## src/hdl/sbr_pkg.sv

```systemverilog
// constants, carrier structs and route states for scan port 2/3 routing
package sbr_pkg;

	// bypass selector codes; the codes above the last valid one name no port
	localparam logic [2:0] SEL_PORT2 = 3'h1;
	localparam logic [2:0] SEL_PORT3 = 3'h2;
	localparam logic [2:0] SEL_LAST_VALID = 3'h5;
	localparam int NUM_PORTS = 2;
	localparam int SYNC_STAGES = 2;
	localparam logic [2:0] PORT_SEL_CODE [0:1] = '{3'h1, 3'h2};

	// bypass enable is active low; its idle level is deasserted
	localparam logic BYPASS_IDLE = 1'h1;
	localparam logic [2:0] SEL_RESET = 3'h0;
	localparam logic DEBUG_IDLE = 1'h1;
	localparam logic DEBUG_ACTIVE = 1'h0;
	localparam logic DATA_IDLE = 1'h1;

	// primary scan interface as seen at the gateway's upstream pins
	typedef struct packed {
		logic tck;
		logic tms;
		logic tdi;
		logic trst_n;
		logic auto_write;
	} sbr_primary_type;

	// values the gateway's own port-control logic wants on a port
	typedef struct packed {
		logic tms;
		logic tdo;
		logic auto_write;
	} sbr_gw_type;

	// one local scan port's output pins (or their enables)
	typedef struct packed {
		logic tck;
		logic tms;
		logic tdo;
		logic trst_n;
		logic auto_write;
	} sbr_pins_type;

	localparam sbr_primary_type PRIMARY_RESET = 5'h1F;
	localparam sbr_pins_type PINS_RESET = '{tck: 1'h0, tms: 1'h1, tdo: 1'h1,
		trst_n: 1'h0, auto_write: 1'h1};
	localparam sbr_pins_type PINS_FLOAT_VAL = 5'h1F;
	// enables are active low: all zero means every pin is driven
	localparam sbr_pins_type OE_DRIVE = 5'h00;
	localparam sbr_pins_type OE_FLOAT = 5'h1F;

	typedef enum logic [2:0] {
		ROUTE_GATEWAY = 3'h1,
		ROUTE_BYPASS = 3'h2,
		ROUTE_FLOAT = 3'h4
	} sbr_route_type;

endpackage

```

## src/hdl/sbr_scan_route.sv

```systemverilog
// pin routing for local scan ports 2 and 3: gateway, bypass or float
`timescale 1ns/100ps
`default_nettype none

module sbr_scan_route (
	input wire logic clk_in,
	input wire logic resetn_in,
	input wire logic bypass_mode_n_in,
	input wire logic [2:0] bypass_port_select_in,
	input wire sbr_pkg::sbr_primary_type primary_in,
	input wire logic port2_test_data_in,
	input wire logic port3_test_data_in,
	input wire sbr_pkg::sbr_gw_type gw_port2_in,
	input wire sbr_pkg::sbr_gw_type gw_port3_in,
	output sbr_pkg::sbr_pins_type port2_pins_out,
	output sbr_pkg::sbr_pins_type port2_pins_oe_n_out,
	output logic port2_debug_enable_n_out,
	output sbr_pkg::sbr_pins_type port3_pins_out,
	output sbr_pkg::sbr_pins_type port3_pins_oe_n_out,
	output logic port3_debug_enable_n_out,
	output logic bypass_data_out,
	output logic port2_data_sync_out,
	output logic port3_data_sync_out
);

	localparam int SYNC_W = 11;
	localparam logic [SYNC_W-1:0] SYNC_RESET = {sbr_pkg::BYPASS_IDLE,
		sbr_pkg::SEL_RESET, sbr_pkg::PRIMARY_RESET, sbr_pkg::DATA_IDLE,
		sbr_pkg::DATA_IDLE};

	// routing decision for one port from bypass enable and selector only
	function automatic sbr_pkg::sbr_route_type route_of(
		input logic byp_n,
		input logic [2:0] sel,
		input logic [2:0] code
	);
		sbr_pkg::sbr_route_type r;
		r = sbr_pkg::ROUTE_FLOAT;
		if (byp_n) begin
			r = sbr_pkg::ROUTE_GATEWAY;
		end else if (sel > sbr_pkg::SEL_LAST_VALID) begin
			r = sbr_pkg::ROUTE_FLOAT;
		end else if (sel == code) begin
			r = sbr_pkg::ROUTE_BYPASS;
		end
		return r;
	endfunction

	logic [SYNC_W-1:0] async_bundle;
	logic [SYNC_W-1:0] sync_bundle;
	logic bypass_n_s;
	logic [2:0] select_s;
	sbr_pkg::sbr_primary_type primary_s;
	logic tdi_s [0:1];
	sbr_pkg::sbr_gw_type gw_ctl [0:1];

	// every pin, including the primary test clock, is sampled by clk_in
	assign async_bundle = {bypass_mode_n_in, bypass_port_select_in,
		primary_in, port2_test_data_in, port3_test_data_in};

	sbr_sync #(
		.WIDTH(SYNC_W),
		.RESET_VAL(SYNC_RESET)
	) u_pin_sync (
		.clk_in(clk_in),
		.resetn_in(resetn_in),
		.async_in(async_bundle),
		.sync_out(sync_bundle)
	);

	assign bypass_n_s = sync_bundle[10];
	assign select_s = sync_bundle[9:7];
	assign primary_s = sync_bundle[6:2];
	assign tdi_s[0] = sync_bundle[1];
	assign tdi_s[1] = sync_bundle[0];
	assign gw_ctl[0] = gw_port2_in;
	assign gw_ctl[1] = gw_port3_in;

	sbr_pkg::sbr_route_type route_ff [0:1];
	sbr_pkg::sbr_route_type nxt_route [0:1];
	sbr_pkg::sbr_pins_type pins_ff [0:1];
	sbr_pkg::sbr_pins_type nxt_pins [0:1];
	sbr_pkg::sbr_pins_type oe_n_ff [0:1];
	sbr_pkg::sbr_pins_type nxt_oe_n [0:1];
	logic de_n_ff [0:1];
	logic nxt_de_n [0:1];

	genvar g;
	generate
		for (g = 0; g < sbr_pkg::NUM_PORTS; g++) begin : g_port
			// no term of the test clock enters the decision
			assign nxt_route[g] = route_of(bypass_n_s, select_s,
				sbr_pkg::PORT_SEL_CODE[g]);

			always_comb begin
				case (nxt_route[g])
					sbr_pkg::ROUTE_GATEWAY: begin
						// clock and reset are synchronised, registered copies of the primary
						nxt_pins[g].tck = primary_s.tck;
						nxt_pins[g].trst_n = primary_s.trst_n;
						nxt_pins[g].tms = gw_ctl[g].tms;
						nxt_pins[g].tdo = gw_ctl[g].tdo;
						nxt_pins[g].auto_write = gw_ctl[g].auto_write;
						nxt_oe_n[g] = sbr_pkg::OE_DRIVE;
						nxt_de_n[g] = sbr_pkg::DEBUG_IDLE;
					end
					sbr_pkg::ROUTE_BYPASS: begin
						nxt_pins[g].tck = primary_s.tck;
						nxt_pins[g].tms = primary_s.tms;
						nxt_pins[g].tdo = primary_s.tdi;
						nxt_pins[g].trst_n = primary_s.trst_n;
						nxt_pins[g].auto_write = primary_s.auto_write;
						nxt_oe_n[g] = sbr_pkg::OE_DRIVE;
						nxt_de_n[g] = sbr_pkg::DEBUG_ACTIVE;
					end
					default: begin
						// floated pins keep a quiet value behind the enable
						nxt_pins[g] = sbr_pkg::PINS_FLOAT_VAL;
						nxt_oe_n[g] = sbr_pkg::OE_FLOAT;
						nxt_de_n[g] = sbr_pkg::DEBUG_IDLE;
					end
				endcase
			end

			// reset state is gateway control with its resting levels
			always_ff @(posedge clk_in or negedge resetn_in) begin
				if (!resetn_in) begin
					route_ff[g] <= sbr_pkg::ROUTE_GATEWAY;
					pins_ff[g] <= sbr_pkg::PINS_RESET;
					oe_n_ff[g] <= sbr_pkg::OE_DRIVE;
					de_n_ff[g] <= sbr_pkg::DEBUG_IDLE;
				end else begin
					route_ff[g] <= nxt_route[g];
					pins_ff[g] <= nxt_pins[g];
					oe_n_ff[g] <= nxt_oe_n[g];
					de_n_ff[g] <= nxt_de_n[g];
				end
			end
		end
	endgenerate

	// returned scan data: the bypassed port's data-in, idle high otherwise
	logic bypass_data_ff;
	logic nxt_bypass_data;
	logic port2_data_ff;
	logic port3_data_ff;

	assign nxt_bypass_data =
		(nxt_route[0] == sbr_pkg::ROUTE_BYPASS) ? tdi_s[0] :
		(nxt_route[1] == sbr_pkg::ROUTE_BYPASS) ? tdi_s[1] :
		sbr_pkg::DATA_IDLE;

	always_ff @(posedge clk_in or negedge resetn_in) begin
		if (!resetn_in) begin
			bypass_data_ff <= sbr_pkg::DATA_IDLE;
			port2_data_ff <= sbr_pkg::DATA_IDLE;
			port3_data_ff <= sbr_pkg::DATA_IDLE;
		end else begin
			bypass_data_ff <= nxt_bypass_data;
			port2_data_ff <= tdi_s[0];
			port3_data_ff <= tdi_s[1];
		end
	end

	assign port2_pins_out = pins_ff[0];
	assign port2_pins_oe_n_out = oe_n_ff[0];
	assign port2_debug_enable_n_out = de_n_ff[0];
	assign port3_pins_out = pins_ff[1];
	assign port3_pins_oe_n_out = oe_n_ff[1];
	assign port3_debug_enable_n_out = de_n_ff[1];
	assign bypass_data_out = bypass_data_ff;
	// limitation: sampled at 125 MHz, so test clock edges gain up to 3 cycles
	assign port2_data_sync_out = port2_data_ff;
	assign port3_data_sync_out = port3_data_ff;

endmodule

`default_nettype wire

```

## src/hdl/sbr_sync.sv

```systemverilog
// two-flop synchroniser for a bundle of asynchronous pins
`timescale 1ns/100ps
`default_nettype none

module sbr_sync #(
	parameter int WIDTH = 1,
	parameter logic [WIDTH-1:0] RESET_VAL = '0
) (
	input wire logic clk_in,
	input wire logic resetn_in,
	input wire logic [WIDTH-1:0] async_in,
	output logic [WIDTH-1:0] sync_out
);

	logic [WIDTH-1:0] meta_ff;
	logic [WIDTH-1:0] sync_ff;

	// meta_ff feeds sync_ff only; nothing else may look at it
	always_ff @(posedge clk_in or negedge resetn_in) begin
		if (!resetn_in) begin
			meta_ff <= RESET_VAL;
			sync_ff <= RESET_VAL;
		end else begin
			meta_ff <= async_in;
			sync_ff <= meta_ff;
		end
	end

	assign sync_out = sync_ff;

endmodule

`default_nettype wire

```

## config.mk

```make
export PLATFORM = sky130hd
export DESIGN_NAME = sbr_scan_route
export DESIGN_NICKNAME = d
export VERILOG_FILES = /design/src/hdl/sbr_pkg.sv /design/src/hdl/sbr_scan_route.sv /design/src/hdl/sbr_sync.sv
export SDC_FILE = /design/constraint.sdc
export NUM_CORES = 1
export LEC_CHECK = 0
export ABC_AREA = 1
export BUFFER_PORTS_ARGS = -buffer_cell sky130_fd_sc_hd__buf_2
export CAP_MARGIN = 30
export CORE_MARGIN = 2
export CORE_UTILIZATION = 51
export DETAILED_ROUTE_END_ITERATION = 6
export PLACE_DENSITY = 0.85
export SLEW_MARGIN = 10
export SYNTH_ARGS = -nofsm -noshare
export SYNTH_HDL_FRONTEND = slang
export SYNTH_SLANG_ARGS = --single-unit
export TNS_END_PERCENT = 20
```

## constraint.sdc

```tcl
create_clock -name clk_in -period 3 [get_ports clk_in]
set_clock_uncertainty 0.15 [all_clocks]
set_input_delay 0.3 -clock clk_in [delete_from_list [all_inputs] [get_ports clk_in]]
set_output_delay 0.3 -clock clk_in [all_outputs]
set_load 0.01 [all_outputs]
```

== Word-level counts from Yosys, hierarchy flattened ==
Index checks and enable logic that the tools add are counted.

* Div/mod/pow operators: 0
* Multipliers: 0
* Equality and inequality tests: 6
* Add/subtract/negate cells: 0
* Mux-type cells: 14
* Bitwise logic cells: 0
* Reductions and logical operators: 2
* Shift-type cells: 0
* Magnitude comparators: 1

{| class="wikitable"
|+ Operators with widths
! cell !! number
|-
| $pmux 5 s2 || 2
|-
| $mux 3 || 6
|-
| $mux 5 || 2
|-
| $eq 3x1->1 const B || 3
|-
| $eq 3x2->1 const B || 3
|-
| $mux 1 || 4
|-
| $reduce_or 2->1 || 2
|-
| $gt 3x3->1 const B || 1
|}

* Bits in latches: 0
* Register bits: 47
* Input bits: 19
* RAM bits: 0
* Memories: 0
* Word-level logic and storage cells: 50
* Memory bits (read-only): 0

== Logic depth before layout (Yosys ltp) ==
Gate-level depths: netlist of the first run.

* Depth in word-level cells: 7
* Mapped depth: 5
* Mapped depth without buffers: 5

== By module ==
A second synthesis of the first run with hierarchy kept.

* Cell total of the unflattened synthesis: 98
* Area, all modules: 1318.8 um^2

{| class="wikitable"
|+ Modules (own cells, without submodules)
! module !! seq. area each (um^2) !! area each (um^2) !! instances !! cells each
|-
| sbr_scan_route || 439.2 || 748.2 || 1 || 76
|-
| sbr_sync || 570.5 || 570.5 || 1 || 22
|}

== Least setup slack after synthesis of the first run ==
Ideal clock, no wire load.

* Path kind: register to register
* From: reg u_pin_sync.sync_ff[10] (netlist: u_pin_sync.sync_out[10])
* To: reg pins_ff, in the netlist port2_pins_out[2]
* Stages on the path, launching flop included: 5
* Library setup time: 0.072 ns
* Period minus slack after synthesis: 1.105 ns
* Setup slack: 1.895 ns
* Path buffers: 0
* Data arrival time: 0.883 ns
* Data required time: 2.778 ns
* Cell sequence: dfstp_2 -> inv_2 -> or2_0 -> nand2_1 -> inv_1

{| class="wikitable"
|+ RTL lines
! element !! RTL line !! RTL
|-
| from (decl) || sbr_sync.sv:16 || <nowiki>logic [WIDTH-1:0] sync_ff;</nowiki>
|-
| from (signal assigned) || sbr_sync.sv:25 || <nowiki>sync_ff <= meta_ff;</nowiki>
|-
| to (signal, indexed assignment) || sbr_scan_route.sv:129 || <nowiki>pins_ff[g] <= sbr_pkg::PINS_RESET;</nowiki>
|-
| to (signal, indexed assignment) || sbr_scan_route.sv:134 || <nowiki>pins_ff[g] <= nxt_pins[g];</nowiki>
|-
| to (decl) || sbr_scan_route.sv:81 || <nowiki>sbr_pkg::sbr_pins_type pins_ff [0:1];</nowiki>
|}

== Worst setup path after layout of the first run ==
* From: reg port3_data_ff (netlist: port3_data_sync_out)
* To: out port3_data_sync_out

{| class="wikitable"
|+ RTL lines
! element !! RTL line !! RTL
|-
| from (decl) || sbr_scan_route.sv:146 || <nowiki>logic port3_data_ff;</nowiki>
|-
| from (signal assigned) || sbr_scan_route.sv:157 || <nowiki>port3_data_ff <= sbr_pkg::DATA_IDLE;</nowiki>
|-
| from (signal assigned) || sbr_scan_route.sv:161 || <nowiki>port3_data_ff <= tdi_s[1];</nowiki>
|-
| to (decl) || sbr_scan_route.sv:23 || <nowiki>output logic port3_data_sync_out</nowiki>
|}

No word-level cell between the ends.

==> results of run 1 <==
-- report_power, final --
group | switching (µW) | internal (µW) | leakage (µW) | total [µW]
Combinational | 46.2 | 39.0 | 0.000364 | 85.2
Sequential | 11.3 | 568 | 0.000419 | 579
Clock | 160 | 259 | 0.0000514 | 419
Total | 218 | 866 | 0.000835 | 1080
-- layer usage --
metal | GRT usage | routed length, µm
met1 | 0.166 | 720
met2 | 0.275 | 1090
met3 | 0.0738 | 153
met4 | 0.0750 | 31
met5 | 0 | 0
-- flip-flops by register name, indices dropped and copies added (netlist names), 5 cells and up --
register and count:
u_pin_sync.sync_out 11, port3_pins_out 5, u_pin_sync.meta_ff 11, port2_pins_out 5
-- final timing paths --
check | depth (start not counted) | startpoint | slack [ps] | endpoint
setup / recovery | 1 | port3_data_sync_out | 1570 | port3_data_sync_out
hold / removal | 3 | gw_port2_in[2] | 50 | port2_pins_out[3]
setup reg to reg | 4 | u_pin_sync.sync_out[10] | 1700 | port3_pins_out[2]
hold reg to reg | 0 | u_pin_sync.meta_ff[8] | 210 | u_pin_sync.sync_out[8]
max in group asynchronous | 2 | resetn_in | 1820 | port2_pins_oe_n_out[0]
min in group asynchronous | 2 | resetn_in | 400 | u_pin_sync.sync_out[7]
-- cells by family (layout without fill, tap and decap cells) --
family	after synthesis	count (layout)	share of synthesized area
buffers and inverters	26	81	0.0982
DFF	39	39	0.777
and+or+nand+nor	33	33	0.125
-- final cells by class --
cell class	count	area share
inverters	18	0.0393
well taps	30	0.0218
flip-flops and latches	39	0.588
clock buffers	5	0.0218
repair buffers	55	0.195
clock inverters	3	0.0393
multi-input cells	33	0.0947
-- metrics by stage --
step	hold slack (ps)	setup slack, ps	util
after floorplan	-146	1890	-
after global placement	183	1860	0.608
after detailed placement	185	1790	0.608
after CTS	27.4	1550	0.700
after global routing	34.3	1510	0.700
final	46.0	1570	0.700
-- placed cells by master, fill, tap and decap left out --
master | netlist | layout
nand3_1 | 11 | 11
bufinv_16 | 0 | 2
nor2_2 | 2 | 2
buf_2 | 0 | 43
inv_1 | 15 | 15
dlygate4sd3_1 | 0 | 12
nand2_1 | 14 | 14
or2_0 | 4 | 4
dfstp_2 | 27 | 27
clkinvlp_4 | 0 | 1
nor2_4 | 1 | 1
clkbuf_4 | 0 | 5
inv_2 | 3 | 3
nand2_2 | 1 | 1
dfrtp_1 | 12 | 12
==> impl_metrics.ini, run 1 <==
[detailed_routing]
via_per_inst = 4.52
drc = 0
ant_nets = 0
dr.first_iter.drc_count = 5
drtPass1Iterations = 4
wl_per_cell_um = 10.9
vias = 828
routed_wl_um = 2000

[min_path]
holdCritPathClass = in -> reg

[global_route]
grt_first_pass_wirelength_um = 3100
antenna_found_initial = 0
grt_max_degree = 40
overflow = 0
gr-usage-all-layers = 0.161
grt_pass1_vias = 744

[sta]
tns_ps = 0
slew_viol_final = 0
fin_crit_ps = 1430
fin_crit_sh = 0.476
hold_viol = 0
rsz0062_at_grt = no
final-setup-viol-count = 0
worstMarginPinSlew_ps = 749
fmax_ghz = 0.701
slew_headroom = 0.501

[clock_network]
cts_tree = yes
clock_latency_ps = 340
cts_setup_buffers = 0
clkTransAtPathRegs_ps = 110
holdBufCountCts = 12
cts.sinks = 39
cts_root_buf = clkbuf_4
htreeDepth = 2
cts_resized = 0
clk_path_buf_depth = 2
cts_buffers = 5

[critical_path]
crit_fanout = 1
worst_path_max_delay_cell = dfstp_2
cp-start-kind = flop
cp-end-kind = output port
path_delay_family = flip-flops
cp_data_required_time_ps = 2550
slowest_delay_ps = 530
cp.arrival_ps = 980
worst-path-buf-inv = 1
critical_path_class = reg -> out
path_cells = buf_2

[placed_design]
dp_hpwl_um = 1340
gp_congestion = 0.783
postPlaceCellArea_mm2 = 0.00149
dp_cells = 163
place.port_buffers = 43

[floorplanning]
start_util = 0.530
die_h_um = 54.5
fp.dieW_um = 54.5
die_area_mm2 = 0.00297
core_area_mm2 = 0.00245
rows = 18
io_pins = 44

[yosys]
ys_top_cells_by_area = dfstp_2, dfrtp_1, buf_4
synth_cell_types = 11
ys_seq_area_frac = 0.777
synth_top_cell_by_area = dfstp_2
async_reset_ff_frac = 1.00
avgSynthCellArea_um2 = 13.3
yosysMostFrequentCell = dfstp_2
syn_nets = 117
synth_area_mm2 = 0.00130
synth_warnings = 0
synth-main-ff-cell = dfstp_2
synth_top_cells_by_count = dfstp_2, inv_1, nand2_1
synth_edf_count = 0
syn_inst = 98
synth_top_area_frac = 0.546
synth-seq-cells = 39

[cells_and_area]
fill_cells = 154
regArea_mm2 = 0.00101
diodes = 0
syn_to_final_growth_pct = 32.1
fin_cells = 183
drive_gt1_frac = 0.556
multi_input_area_um2 = 163
final_nets = 171
final_area_mm2 = 0.00172

[status]
outcome = finished clean

[power_and_ir_drop]
vdd_ir_drop_max_v = 0.000511
p_leak_uw = 0.000835
pwr_density_cell_mw_per_mm2 = 631
p_total_uw = 1080

[flow_run]
max_cap_viol_count = 0
Power figures use the tool's default switching activity.
==> run 2: changes to the inputs <==
- CORE_UTILIZATION: 51 -> 48
- PLACE_DENSITY: 0.85 -> 0.81
- clock period: 3 -> 1.5 ns (I/O delays scaled with it)
==> run 2 against run 1 <==
Non-clock buffer count up 6. Total power up 100%. Via count down 0.36%. Routed wire length down 0.45%. Worst setup slack worse by 1400 ps. Register-to-register slack worse by 1400 ps. Design area up 4.1%. Critical path type unchanged. Critical endpoint is now port3_pins_out[3].
==> impl_metrics.ini, run 2 (synthesis results as in run 1) <==
[global_route]
grt_max_degree = 22
overflow = 0
grt_pass1_vias = 813
gr-usage-all-layers = 0.145
antenna_found_initial = 0
grt_first_pass_wirelength_um = 3350

[critical_path]
timing.rr.end = port2_pins_out[2]
rr_worst_depth = 4
reg2reg_slack_ps = 280
crit_fanout = 1
r2r_start = u_pin_sync.sync_out[10]
worst-path-buf-inv = 1
cp-start-kind = flop
slowest_delay_ps = 530
cp.arrival_ps = 980
path_delay_family = flip-flops
cp-end-kind = output port
cp_data_required_time_ps = 1200
critical_path_class = reg -> out
worst_path_max_delay_cell = dfstp_2
path_cells = buf_2

[placed_design]
dp_hpwl_um = 1410
gp_congestion = 0.857
pre_cts_ws_ps = 291
postPlaceCellArea_mm2 = 0.00151
place.port_buffers = 43

[floorplanning]
die_h_um = 56.0
core_area_mm2 = 0.00252
rows = 18
fp.dieW_um = 56.0
start_util = 0.515
io_pins = 44
die_area_mm2 = 0.00314

[clock_network]
clkTransAtPathRegs_ps = 100
cts_root_buf = clkbuf_4
cts_tree = yes
clk_path_buf_depth = 2
htreeDepth = 2
cts.sinks = 39
clock_latency_ps = 330
cts_buffers = 5

[cells_and_area]
syn_to_final_growth_pct = 37.5
mostFrequentLayoutCells = buf_2, dfstp_2, dlygate4sd3_1
drive_gt1_frac = 0.541
final_area_mm2 = 0.00179
final_nets = 177
diodes = 0
final_util = 0.709
mostFrequentLayoutCell = buf_2

[power_and_ir_drop]
p_leak_uw = 0.000866
pwr_density_cell_mw_per_mm2 = 1220
vdd_ir_drop_max_v = 0.00107
p_total_uw = 2180

[sta]
slew_headroom = 0.702
final-setup-viol-count = 0
setup_ws_ps = 221
fin_crit_sh = 0.852
rsz0062_at_grt = no
fmax_ghz = 0.782
slew_viol_final = 0
hold_viol = 0
worstMarginPinSlew_ps = 447
tns_ps = 0
fin_crit_ps = 1280

[min_path]
holdCritPathClass = in -> reg
hold_end = port2_pins_out[2]
hp-start = gw_port2_in[1]
whs_path_depth = 4

[detailed_routing]
drtPass1Iterations = 4
met3_length_um = 142
wl_met2_um = 1120
dr.first_iter.drc_count = 10
wl_met1_um = 701
routed_wl_um = 1990
vias = 825
highest_layer = met4
ant_nets = 0
drc = 0
wl_per_cell_um = 10.5
via_per_inst = 4.37

[status]
outcome = finished clean

[flow_run]
max_cap_viol_count = 0
## run 2: cell types whose count changed in the layout (fill, tap and decap cells not counted), sizes merged
cell         change
buf              +1
dlygate4sd3      +5
## run 2: per-stage QoR
stage / hold WS, ps / std cells
CTS: 4.29 / 189
floorplan: -296 / 98
global placement: -43.3 / 164
detailed placement: -33.1 / 164
finish: 1.76 / 189
global route: 20.7 / 189
## run 2: cell type report
type	count	area (µm²)
well taps	30	37.5
multi-input cells	33	163
inverters	18	67.6
repair buffers	61	405
clock inverters	3	67.6
flip-flops and latches	39	1010
fillers	160	734
clock buffers	5	37.5
## run 2: worst max-delay path by stage
stage	depth (start not counted)	start	slack (ps)	to
after floorplan	4	u_pin_sync.sync_out[10]	390	port2_pins_out[2]
final	1	port3_pins_out[3]	220	port3_pins_out[3]
after detailed placement	4	u_pin_sync.sync_out[10]	290	port2_pins_out[2]
after global routing	1	port3_pins_out[0]	160	port3_pins_out[0]
after global placement	4	u_pin_sync.sync_out[10]	360	port2_pins_out[2]
after CTS	1	port3_debug_enable_n_out	200	port3_debug_enable_n_out
## run 2: report_power, final
| group | internal (µW) | total, µW | switching (µW) | leakage (µW) |
|---|---|---|---|---|
| Sequential | 1140 | 1160 | 22.2 | 0.000419 |
| Clock | 518 | 834 | 316 | 0.0000514 |
| Combinational | 91.6 | 186 | 94.3 | 0.000395 |
## run 2: repair_timing
item                       4_1_cts  5_1_grt
setup buffers                    0        0
hold endpoints to repair        41        0
gates resized for setup          0        0
hold buffers                    17        0
setup endpoints to repair        0        0
## run 2: layer usage
metal	global-route usage	up-vias
met5	0	-
met4	0.0714	0
met3	0.0744	5
met2	0.257	36
met1	0.135	382
li1	-	402
==> run 3: changes to the inputs <==
- PLACE_DENSITY: 0.81 -> 0.73
==> run 3 against run 2 <==
Critical path depth did not move. Register-to-register slack got worse by 20 ps. Final cell count rose by 0.53%. Clock power rose by 2%. Sequential cell count did not move. Routed wire length rose by 8.6%. Sequential power barely moved. Critical path type unchanged. Highest routed layer unchanged.
==> impl_metrics.ini, run 3 (synthesis results as in run 1) <==
[status]
outcome = finished clean

[floorplanning]
start_util = 0.515
fp.dieW_um = 56.0
core_area_mm2 = 0.00252
rows = 18
die_h_um = 56.0
io_pins = 44
die_area_mm2 = 0.00314

[cells_and_area]
syn_to_final_growth_pct = 38.3
drive_gt1_frac = 0.538
mostFrequentLayoutCells = buf_2, dfstp_2, dlygate4sd3_1
mostFrequentLayoutCell = buf_2
final_nets = 178
diodes = 0

[global_route]
grt_pass1_vias = 868
overflow = 0
antenna_found_initial = 0
grt_first_pass_wirelength_um = 3580
grt_max_degree = 22
gr-usage-all-layers = 0.156

[critical_path]
path_cells = buf_2
cp-end-kind = output port
path_delay_family = flip-flops
path_depth = 1
cp.arrival_ps = 1000
cp-start-kind = flop
worst-path-buf-inv = 1
rr_worst_depth = 4
cp_data_required_time_ps = 1200
worst_path_max_delay_cell = dfstp_2
crit_fanout = 1
critical_path_class = reg -> out
slowest_delay_ps = 530

[sta]
fin_crit_ps = 1300
tns_ps = 0
fmax_ghz = 0.770
setup_ws_ps = 201
hold_ws_ps = 98.7
slew_viol_final = 0
worstMarginPinSlew_ps = 405
slew_headroom = 0.730
fin_crit_sh = 0.866
hold_viol = 0
rsz0062_at_grt = no
final-setup-viol-count = 0

[detailed_routing]
drc = 0
via_per_inst = 4.49
ant_nets = 0
dr.first_iter.drc_count = 20
routed_wl_um = 2160
drtPass1Iterations = 4
wl_per_cell_um = 11.4
vias = 854

[min_path]
holdCritPathClass = in -> async

[power_and_ir_drop]
vdd_ir_drop_max_v = 0.00105
pwr_density_cell_mw_per_mm2 = 1220
p_comb_frac = 0.086
p_int_uw = 1750
switching_share = 0.206
power_switching_uw = 452
p_clk_frac = 0.387
seqPwrFrac = 0.527
p_leak_uw = 0.000870

[placed_design]
gp_congestion = 0.922
place.port_buffers = 43
pre_cts_ws_ps = 339
dp_hpwl_um = 1310

[clock_network]
cts_buffers = 5
cts_tree = yes
clkTransAtPathRegs_ps = 110
clock_latency_ps = 350
cts.sinks = 39
htreeDepth = 2
clk_path_buf_depth = 2
cts_root_buf = clkbuf_4

[flow_run]
max_cap_viol_count = 0
==> run 3: cell count changes in the layout (fill, tap and decap cells not counted) <==
cell	previous run	this run
dlygate4sd3_1	17	18
==> run 3: worst paths after layout <==
| path | start | end | slack (ps) |
|---|---|---|---|
| min in group clk_in | u_pin_sync.meta_ff[0] | u_pin_sync.sync_out[0] | 200 |
| max in group asynchronous | resetn_in | port3_debug_enable_n_out | 580 |
| setup reg to reg | u_pin_sync.sync_out[10] | port3_pins_out[2] | 260 |
| setup / recovery | port3_pins_out[2] | port3_pins_out[2] | 200 |
| hold reg to reg | u_pin_sync.meta_ff[0] | u_pin_sync.sync_out[0] | 200 |
| hold / removal | resetn_in | u_pin_sync.sync_out[8] | 100 |
==> run 3: per-layer routing <==
metal,routed length (µm),share of wire,vias up,global-route usage
met5,0,0,-,0
li1,-,-,406,-
met1,725,0.34,396,0.150
met4,57,0.026,0,0.0918
met2,1190,0.55,47,0.271
met3,184,0.085,5,0.0721
==> run 3: area by class of cell <==
type	instances	area, µm²
sequential	39	1010
clock inverter	3	67.6
multi-input combinational	33	163
tap	30	37.5
timing repair buffer	62	415
clock buffer	5	37.5
fill	169	724
inverter	18	67.6
==> run 3: stage by stage <==
step / power (µW) / std cells / area, µm² / util
after global routing: 2300 / 190 / 1800 / 0.713
after floorplan: 1250 / 98 / 1300 / -
after detailed placement: 1330 / 164 / 1510 / 0.600
after CTS: 2220 / 190 / 1800 / 0.713
after global placement: 1320 / 164 / 1510 / 0.600
final: 2200 / 190 / 1800 / 0.713
==> run 3: worst register-to-register path: stages (launching register included) <==
cell and delay (ps):
dfstp_2 610, inv_2 80, or2_0 200, nand2_1 90, inv_1 60
==> run 3: power groups by stage <==
stage,combinational [µW],sequential [µW],clock (µW)
after floorplan,63.5,1190,0
after global placement,148,1170,0
after detailed placement,152,1180,0
after CTS,188,1160,877
after global routing,210,1160,930
final,189,1160,852
==> run 3: what timing repair did <==
action / CTS / global route
gates resized for setup: 0 / 0
hold buffers: 18 / 0
buffers inserted: 0 / 0
hold endpoints to repair: 41 / 0
